$ cat config.mk
export PLATFORM = sky130hd
export DESIGN_NAME = posp_status_pin
export DESIGN_NICKNAME = d
export VERILOG_FILES = /design/src/core/posp_pkg.sv /design/src/core/posp_status_pin.sv
export SDC_FILE = /design/constraint.sdc
export NUM_CORES = 1
export LEC_CHECK = 0
export ABC_AREA = 1
export BUFFER_PORTS_ARGS = -buffer_cell sky130_fd_sc_hd__buf_2
export CAP_MARGIN = 20
export CORE_AREA = 5 5 42 44
export CTS_BUF_LIST = sky130_fd_sc_hd__clkbuf_2 sky130_fd_sc_hd__clkbuf_4 sky130_fd_sc_hd__clkbuf_8
export DETAILED_ROUTE_END_ITERATION = 10
export DIE_AREA = 0 0 47 49
export HOLD_SLACK_MARGIN = 0.02
export PLACE_DENSITY = 0.69
export SKIP_CTS_REPAIR_TIMING = 1
export SYNTH_ARGS = -nofsm -noshare
export SYNTH_HDL_FRONTEND = slang
export SYNTH_SLANG_ARGS = --single-unit
$ cat constraint.sdc
create_clock -name core_clk_in -period 0.95 [get_ports core_clk_in]
set_clock_uncertainty 0.15 [all_clocks]
set_input_delay 0.1425 -clock core_clk_in [delete_from_list [all_inputs] [get_ports core_clk_in]]
set_output_delay 0.1425 -clock core_clk_in [all_outputs]
set_load 0.01 [all_outputs]
$ cat src/core/posp_pkg.sv
// Constants for the shared open-drain status pin logic.
// Assumes one 100 MHz core clock and a synchronous active-high reset.
package posp_pkg;
  localparam logic MODE_POWER_OK  = 1'b0;
  localparam logic MODE_INTERRUPT = 1'b1;
  localparam int   SYNC_STAGES    = 3;
  localparam int   NUM_IND        = 4;
  // Positions of the synchronised indications
  localparam int   IND_UV         = 0;
  localparam int   IND_SS         = 1;
  localparam int   IND_SHDN       = 2;
  localparam int   IND_FAULT      = 3;
  localparam logic [NUM_IND-1:0] IND_RESET = 4'h4;  // Shutdown assumed at reset
endpackage

$ cat src/core/posp_status_pin.sv
// Status pin logic: power-ok indicator or latched interrupt request.
// Assumes analog indications are asynchronous; fault_read_in is a one-cycle
// pulse from the serial register block on the same clock.
// Assumes an external pull-up gives the high level; the pad only pulls low.
// Indications take about four edges through the synchroniser before they act.
`timescale 1ns/100ps
`default_nettype none
module posp_status_pin #(
  parameter logic PIN_MODE = posp_pkg::MODE_INTERRUPT
) (
  input  wire logic core_clk_in,
  input  wire logic sys_rst_in,
  input  wire logic undervolt_in,      // Output below 93% of target
  input  wire logic soft_start_in,
  input  wire logic shutdown_in,
  input  wire logic fault_present_in,  // Any fault bit flagged
  input  wire logic fault_read_in,     // Fault register read pulse
  input  wire logic shared_status_pin_in,
  output logic      shared_status_pin_out,
  output logic      shared_status_pin_oe_out,
  output logic      irq_pending_out
);

  typedef struct packed {
    logic [posp_pkg::NUM_IND-1:0] s1;
    logic [posp_pkg::NUM_IND-1:0] s2;
    logic [posp_pkg::NUM_IND-1:0] s3;
    logic [posp_pkg::NUM_IND-1:0] ind;    // Debounced indications
    logic                         fault_q; // For rising edge of fault
    logic                         latch;   // Interrupt request latch
    logic                         pull;    // Pin pulled low
  } posp_state_t;

  posp_state_t st;
  posp_state_t next_st;
  logic [posp_pkg::NUM_IND-1:0] raw;
  logic uv, ss, sd, flt, flt_rise;

  assign raw = {fault_present_in, shutdown_in, soft_start_in, undervolt_in};

  // Next state: synchroniser, latch and pin decision
  always_comb begin
    next_st = st;
    next_st.s1 = raw;
    next_st.s2 = st.s1;
    next_st.s3 = st.s2;
    for (int i = 0; i < posp_pkg::NUM_IND; i++) begin
      if (st.s2[i] == st.s3[i]) begin
        next_st.ind[i] = st.s3[i];  // Count only once two stages agree
      end
    end
    uv  = st.ind[posp_pkg::IND_UV];
    ss  = st.ind[posp_pkg::IND_SS];
    sd  = st.ind[posp_pkg::IND_SHDN];
    flt = st.ind[posp_pkg::IND_FAULT];
    flt_rise = flt && !st.fault_q;
    next_st.fault_q = flt;
    if (sd) begin
      next_st.latch = 1'b1;
    end else if (fault_read_in) begin
      next_st.latch = flt;  // read acknowledges
    end
    // new fault sets; set beats read
    if (flt_rise) begin
      next_st.latch = 1'b1;
    end
    if (PIN_MODE == posp_pkg::MODE_POWER_OK) begin
      next_st.pull = uv || ss || sd;
    end else begin
      next_st.pull = uv || next_st.latch;
    end
  end

  // State register
  always_ff @(posedge core_clk_in) begin
    if (sys_rst_in) begin
      st       <= '0;
      st.s1    <= posp_pkg::IND_RESET;
      st.s2    <= posp_pkg::IND_RESET;
      st.s3    <= posp_pkg::IND_RESET;
      st.ind   <= posp_pkg::IND_RESET;
      st.latch <= 1'b1;
      st.pull  <= 1'b1;
    end else begin
      st <= next_st;
    end
  end

  assign shared_status_pin_out    = 1'b0;
  assign shared_status_pin_oe_out = st.pull;
  assign irq_pending_out          = st.latch;

  // Assertions on the registered state.
  // The pin decision is registered, so most checks look one edge ahead
  // of the debounced indication that causes them.

  a_pin_never_high: assert property (
    @(posedge core_clk_in) disable iff (sys_rst_in)
    shared_status_pin_oe_out |-> !shared_status_pin_out
  ) else $error("pin driven high");

  a_shutdown_pulls: assert property (
    @(posedge core_clk_in) disable iff (sys_rst_in)
    st.ind[posp_pkg::IND_SHDN] |=> shared_status_pin_oe_out
  ) else $error("no pull in shutdown");

  a_uv_pulls: assert property (
    @(posedge core_clk_in) disable iff (sys_rst_in)
    st.ind[posp_pkg::IND_UV] |=> shared_status_pin_oe_out
  ) else $error("no pull on undervolt");

  a_read_releases: assert property (
    @(posedge core_clk_in) disable iff (sys_rst_in)
    (fault_read_in && !st.ind[posp_pkg::IND_UV] && !st.ind[posp_pkg::IND_FAULT]
      && !st.ind[posp_pkg::IND_SHDN]) |=> !st.latch
  ) else $error("read did not clear");

  a_fault_persists: assert property (
    @(posedge core_clk_in) disable iff (sys_rst_in)
    (fault_read_in && st.ind[posp_pkg::IND_FAULT]) |=> st.latch
  ) else $error("fault lost");

  a_latch_holds: assert property (
    @(posedge core_clk_in) disable iff (sys_rst_in)
    (st.latch && !fault_read_in) |=> st.latch
  ) else $error("latch dropped unread");

  a_fault_sets: assert property (
    @(posedge core_clk_in) disable iff (sys_rst_in)
    (st.ind[posp_pkg::IND_FAULT] && !st.fault_q) |=> st.latch
  ) else $error("fault not latched");

  a_sync_delay: assert property (
    @(posedge core_clk_in) disable iff (sys_rst_in)
    (st.s2 == st.s3) |=> (st.ind == $past(st.s3))
  ) else $error("sync mismatch");

  a_pok_release: assert property (
    @(posedge core_clk_in) disable iff (sys_rst_in)
    (PIN_MODE == posp_pkg::MODE_POWER_OK && !st.ind[posp_pkg::IND_UV]
      && !st.ind[posp_pkg::IND_SS] && !st.ind[posp_pkg::IND_SHDN])
    |=> !shared_status_pin_oe_out
  ) else $error("power-ok not released");

  a_pok_softstart: assert property (
    @(posedge core_clk_in) disable iff (sys_rst_in)
    (PIN_MODE == posp_pkg::MODE_POWER_OK && st.ind[posp_pkg::IND_SS])
    |=> shared_status_pin_oe_out
  ) else $error("no pull in soft-start");

  a_shutdown_latch: assert property (
    @(posedge core_clk_in) disable iff (sys_rst_in)
    st.ind[posp_pkg::IND_SHDN] |=> st.latch
  ) else $error("latch clear in shutdown");

  a_read_shutdown: assert property (
    @(posedge core_clk_in) disable iff (sys_rst_in)
    (fault_read_in && st.ind[posp_pkg::IND_SHDN]) |=> st.latch
  ) else $error("read cleared in shutdown");

  a_irq_release: assert property (
    @(posedge core_clk_in) disable iff (sys_rst_in)
    (PIN_MODE == posp_pkg::MODE_INTERRUPT && fault_read_in && st.ind == '0)
    |=> !shared_status_pin_oe_out
  ) else $error("interrupt pin not released");

  a_irq_follows: assert property (
    @(posedge core_clk_in) disable iff (sys_rst_in)
    (PIN_MODE == posp_pkg::MODE_INTERRUPT)
    |=> (shared_status_pin_oe_out == (st.latch || $past(st.ind[posp_pkg::IND_UV])))
  ) else $error("interrupt pin wrong");

  a_clear_by_read: assert property (
    @(posedge core_clk_in) disable iff (sys_rst_in)
    $fell(st.latch) |-> $past(fault_read_in)
  ) else $error("latch cleared without read");

  a_set_beats_read: assert property (
    @(posedge core_clk_in) disable iff (sys_rst_in)
    (fault_read_in && st.ind[posp_pkg::IND_FAULT] && !st.fault_q) |=> st.latch
  ) else $error("read beat new fault");

  a_reset_pulls: assert property (
    @(posedge core_clk_in)
    $fell(sys_rst_in) |-> shared_status_pin_oe_out
  ) else $error("pin released after reset");

  // Main scenarios reached
  c_read_ack: cover property (
    @(posedge core_clk_in) st.latch ##1 fault_read_in ##1 !st.latch
  );

  c_fault_irq: cover property (
    @(posedge core_clk_in) !st.latch ##1 st.latch
  );

  c_release: cover property (
    @(posedge core_clk_in) shared_status_pin_oe_out ##1 !shared_status_pin_oe_out
  );

  c_persist_fault: cover property (
    @(posedge core_clk_in) (fault_read_in && st.ind[posp_pkg::IND_FAULT]) ##1 st.latch
  );

  c_pok_release: cover property (
    @(posedge core_clk_in) (PIN_MODE == posp_pkg::MODE_POWER_OK && st.pull) ##1 !st.pull
  );

endmodule
`default_nettype wire

**Yosys cells after proc, flatten, opt, wreduce, memory -nomap -nowiden**

Index checks and enable logic that the tools add are counted.

- RAM bits: 0
- Output and inout port bits: 3
- Input bits: 8
- Register bits after elaboration: 18
- Memories: 0
- Memory bits (read-only): 0
- Latch bits: 0
- Logic and storage cells: 18

- Bitwise gates (word level): 0
- Div/mod/pow operators: 0
- Add/sub/neg operators: 0
- Reduce and logical (&&, ||, !) cells: 3
- $lt $le $gt $ge: 0
- Eq/ne operators: 3
- $mul: 0
- Shifts and indexed selects: 0
- Multiplexer cells: 3

Operator list:

| operator | number |
|---|---|
| 1-bit equality test | 3 |
| 1-bit two-way mux | 3 |
| 1-bit logical AND | 1 |
| 1-bit logical NOT | 1 |
| 1-bit logical OR | 1 |

**Depth between registers and ports, before layout**

- Depth after elaboration: 4
- Gate-level depth with buffers: 4
- Gate-level depth less buffers: 4

**Worst setup path before layout**

OpenSTA, ideal clock, no wires.

- Kind: reg-to-reg
- Start point: register st (netlist bit irq_pending_out)
- End point: register st (netlist bit shared_status_pin_oe_out)
- Setup slack: 113 ps
- Setup time: 124 ps
- Clock period less this slack: 837 ps
- Required time: 676 ps
- Arrival: 564 ps
- Stages on the path, launching flop included: 5
- Cell sequence: dfxtp_1 inv_1 nor2_1 nor2_1 nand3_1

- Cells in the longest elaborated chain, start to end: 4

RTL lines:

| item | RTL line | RTL |
|---|---|---|
| start: declaration | posp_status_pin.sv:34 | `posp_state_t st;` |
| start signal: assignment | posp_status_pin.sv:85 | `st <= next_st;` |
| 1-bit two-way mux | posp_status_pin.sv:60 | `end else if (fault_read_in) begin` |
| 1-bit two-way mux | posp_status_pin.sv:58 | `if (sd) begin` |
| 1-bit two-way mux | posp_status_pin.sv:64 | `if (flt_rise) begin` |
| 1-bit logical OR | posp_status_pin.sv:70 | `next_st.pull = uv \|\| next_st.latch;` |

Every way passes these cells.
A chain may end at the register's enable or synchronous reset.

**Worst setup path after layout**

- Start point: register st (netlist bit irq_pending_out)
- End point: output irq_pending_out

RTL lines:

| item | RTL line | RTL |
|---|---|---|
| end: declaration | posp_status_pin.sv:21 | `output logic irq_pending_out` |

No word-level cell between the ends.

==> impl_table.tex <==
\begin{tabular}{lr}
\hline
Metric & Value \\
\hline
\multicolumn{2}{l}{\textbf{Outcome}} \\
Outcome & complete, but fails checks \\
Violations in the final reports & hold timing, setup timing \\
\multicolumn{2}{l}{\textbf{Setup path}} \\
Crit path max-delay cell type & dfxtp\_2 \\
Required time at the worst-slack endpoint & 0.66 ns \\
Depth of the most critical reg-to-reg path & 4 \\
CP Class & reg2out \\
Combined buffer and inverter count along the critical path & 1 \\
Maximum single-stage delay on the critical path & 0.33 ns \\
Type of element launching the critical path & flop \\
Endpoint type of the worst setup path & output pin \\
Largest delay contributor family on the critical path & flip-flops \\
Largest fanout of any net on the critical path & 2 \\
Arrival time at the worst endpoint & 0.72 ns \\
Count of cell instances traversed by the critical path & 1 \\
Worst-path cell chain & buf\_6 \\
\multicolumn{2}{l}{\textbf{GRT}} \\
Remaining global-route overflow & 0 \\
Vias in the first global route & 308 \\
Largest net degree at the start of global routing & 10 \\
All-layer global routing usage & 6.936\% \\
Antenna violations before repair & 0 \\
Wire length of the first global-routing pass & 1131 um \\
\multicolumn{2}{l}{\textbf{Logic synthesis}} \\
Syn avg cell area & 8.652 um2 \\
Share of synthesized cell area in full adder, half adder and majority cells & 0\% \\
Yosys warning count & 0 \\
Number of storage elements in the synthesis netlist & 15 \\
Mux share of post-synthesis cell area & 0\% \\
Unique masters post-synth & 13 \\
Part of the Yosys area used for sequential elements & 58.82\% \\
Mapped cell area & 510.5 um2 \\
Share of synthesized cell area in and, or, nand and nor gates & 24.26\% \\
Area fraction in compound gates after synthesis & 2.941\% \\
Xor/xnor cell area share of the yosys netlist & 0\% \\
Synthesized net count & 67 \\
Syn Inst Count & 59 \\
Main combinational cell family by area after synthesis & simple AND/OR/NAND/NOR gates \\
\multicolumn{2}{l}{\textbf{Floorplan}} \\
Chip height & 49 um \\
Number of primary I/O pins & 11 \\
Effective utilization at floorplan & 36.43\% \\
Die area & 0.002303 mm2 \\
FP Rows & 14 \\
Core area & 0.001401 mm2 \\
Horizontal extent of the die & 47 um \\
\multicolumn{2}{l}{\textbf{STA}} \\
Final hold violations & 3 \\
RSZ-0062 raised after global routing & yes \\
Final setup violation count & 2 \\
Setup ws final & -0.05805 ns \\
Final critical path time including I/O delays and setup & 1.008 ns \\
Fmax & 992.0 MHz \\
Final number of max-transition violations & 0 \\
Ratio of final minimum period to clock period & 106.1\% \\
Worst slack on hold paths & -0.05135 ns \\
\multicolumn{2}{l}{\textbf{Pwr}} \\
Leakage Power & 0.2826 nW \\
Max rail drop VDD & 0.9963 mV \\
Pwr dens & 1697 mW/mm2 \\
\multicolumn{2}{l}{\textbf{Placed design}} \\
Pre-CTS worst setup slack & 0.02521 ns \\
RD Place Congestion & 0.6316 \\
Final HPWL from detailed placement & 471.2 um \\
Number of input and output port buffers inserted & 7 \\
\multicolumn{2}{l}{\textbf{Route}} \\
Drt first-iter violations & 4 \\
Wirelength per Cell & 7.489 um \\
Final WL & 659 um \\
First-pass iteration count of the detailed router & 3 \\
Number of remaining DRC errors & 0 \\
Vias after detailed routing & 349 \\
DRT antenna net count & 0 \\
Post-DR vias/cell & 3.966 \\
\multicolumn{2}{l}{\textbf{Clock network}} \\
Total number of H-tree levels & 1 \\
Total clock buffers created by CTS & 3 \\
Clock Latency Late Sink & 0.27 ns \\
CTS sink cnt & 15 \\
CTS tree & built \\
Clock root buffer master & clkbuf\_4 \\
Clock-pin slew on the worst setup and hold paths & 0.09 ns \\
Deepest clock path buffer count & 2 \\
\multicolumn{2}{l}{\textbf{Run}} \\
Number of max-capacitance violations reported & 0 \\
\multicolumn{2}{l}{\textbf{Min path}} \\
Worst min path class & in2reg \\
Worst Hold Path Cells & 2 \\
\multicolumn{2}{l}{\textbf{Finish}} \\
Total number of nets in the final design & 81 \\
Layout cells sized above 1 & 25.00\% \\
Area added between synthesis and finish & 21.81\% \\
Final antenna diode count & 0 \\
Fillcell total & 147 \\
\hline
\end{tabular}
registers in the layout, summed over array words and instances (netlist names):
name,flops
shared_status_pin_oe_out,1
irq_pending_out,1
sd,1
st,5
flt,1
next_st,6
metrics by stage:
stage	instances	utilization, %	total power [mW]	setup TNS [ns]	instance area (um2)
3_5_place_dp	81	39.55	0.7105	0	554.3
6_report	88	44.38	1.056	-0.1003	621.8
3_3_place_gp	81	39.55	0.7085	0	554.3
4_1_cts	85	41.52	1.068	-0.1560	581.8
2_1_floorplan	59	-	0.6991	0	510.5
5_1_grt	88	44.38	1.122	-0.1953	621.8
power by group:
group	switching [mW]	total, mW	internal (mW)
clock network	0.195	0.351	0.156
registers	0.00596	0.650	0.644
logic	0.0266	0.0549	0.0283
total	0.227	1.06	0.828
worst paths after layout:
path,from,slack (ns),to
max reg2reg,sd,0.08,shared_status_pin_oe_out
min reg2reg,next_st[14],0.26,next_st[10]
max,irq_pending_out,-0.06,irq_pending_out
min,sys_rst_in,-0.05,next_st[13]
final cells by class:
type	instances	area [um2]	share of cell area, %
Clock buffer	3	22.52	3.622
Clock inverter	1	5.005	0.8048
Tap cell	16	20.02	3.219
Inverter	13	48.80	7.847
Multi-Input combinational cell	29	145.1	23.34
Timing Repair Buffer	11	78.83	12.68
Sequential cell	15	301.5	48.49
cell usage after synthesis:
| cell | instances | area (um2) |
|---|---|---|
| dfxtp_1 | 15 | 300.3 |
| inv_1 | 13 | 48.80 |
| nor2_1 | 9 | 33.78 |
| nand2_1 | 7 | 26.28 |
| or2_1 | 3 | 18.77 |
| a21oi_1 | 2 | 10.01 |
| nand3_1 | 2 | 10.01 |
| nor2_2 | 2 | 12.51 |
| nor2_4 | 2 | 22.52 |
| buf_4 | 1 | 7.510 |
| buf_6 | 1 | 11.26 |
| conb_1 | 1 | 3.750 |
| o21ai_0 | 1 | 5.000 |
cells by family after synthesis:
kind of cell           after synthesis
AO/OA/AOI/OAI                        3
flip-flops                          15
other                                1
AND/OR/NAND/NOR                     25
buffers and inverters               15
placed cells by master (no fill, tap or decap), drive strengths merged:
| master | n |
|---|---|
| a21oi | 2 |
| buf | 8 |
| clkbuf | 3 |
| clkinv | 1 |
| conb | 1 |
| dfxtp | 15 |
| dlygate4sd3 | 3 |
| inv | 13 |
| nand2 | 7 |
| nand3 | 2 |
| nor2 | 13 |
| o21ai | 1 |
| or2 | 3 |
metal layers:
layer / track usage, % / vias up / wire length, um
li1: - / 194 / -
met1: 7.589 / 145 / 296
met2: 9.729 / 8 / 299
met3: 3.321 / 2 / 51
met4: 5.530 / 0 / 12
met5: 0 / - / 0
No activity file was read; power rests on OpenSTA's default activity.
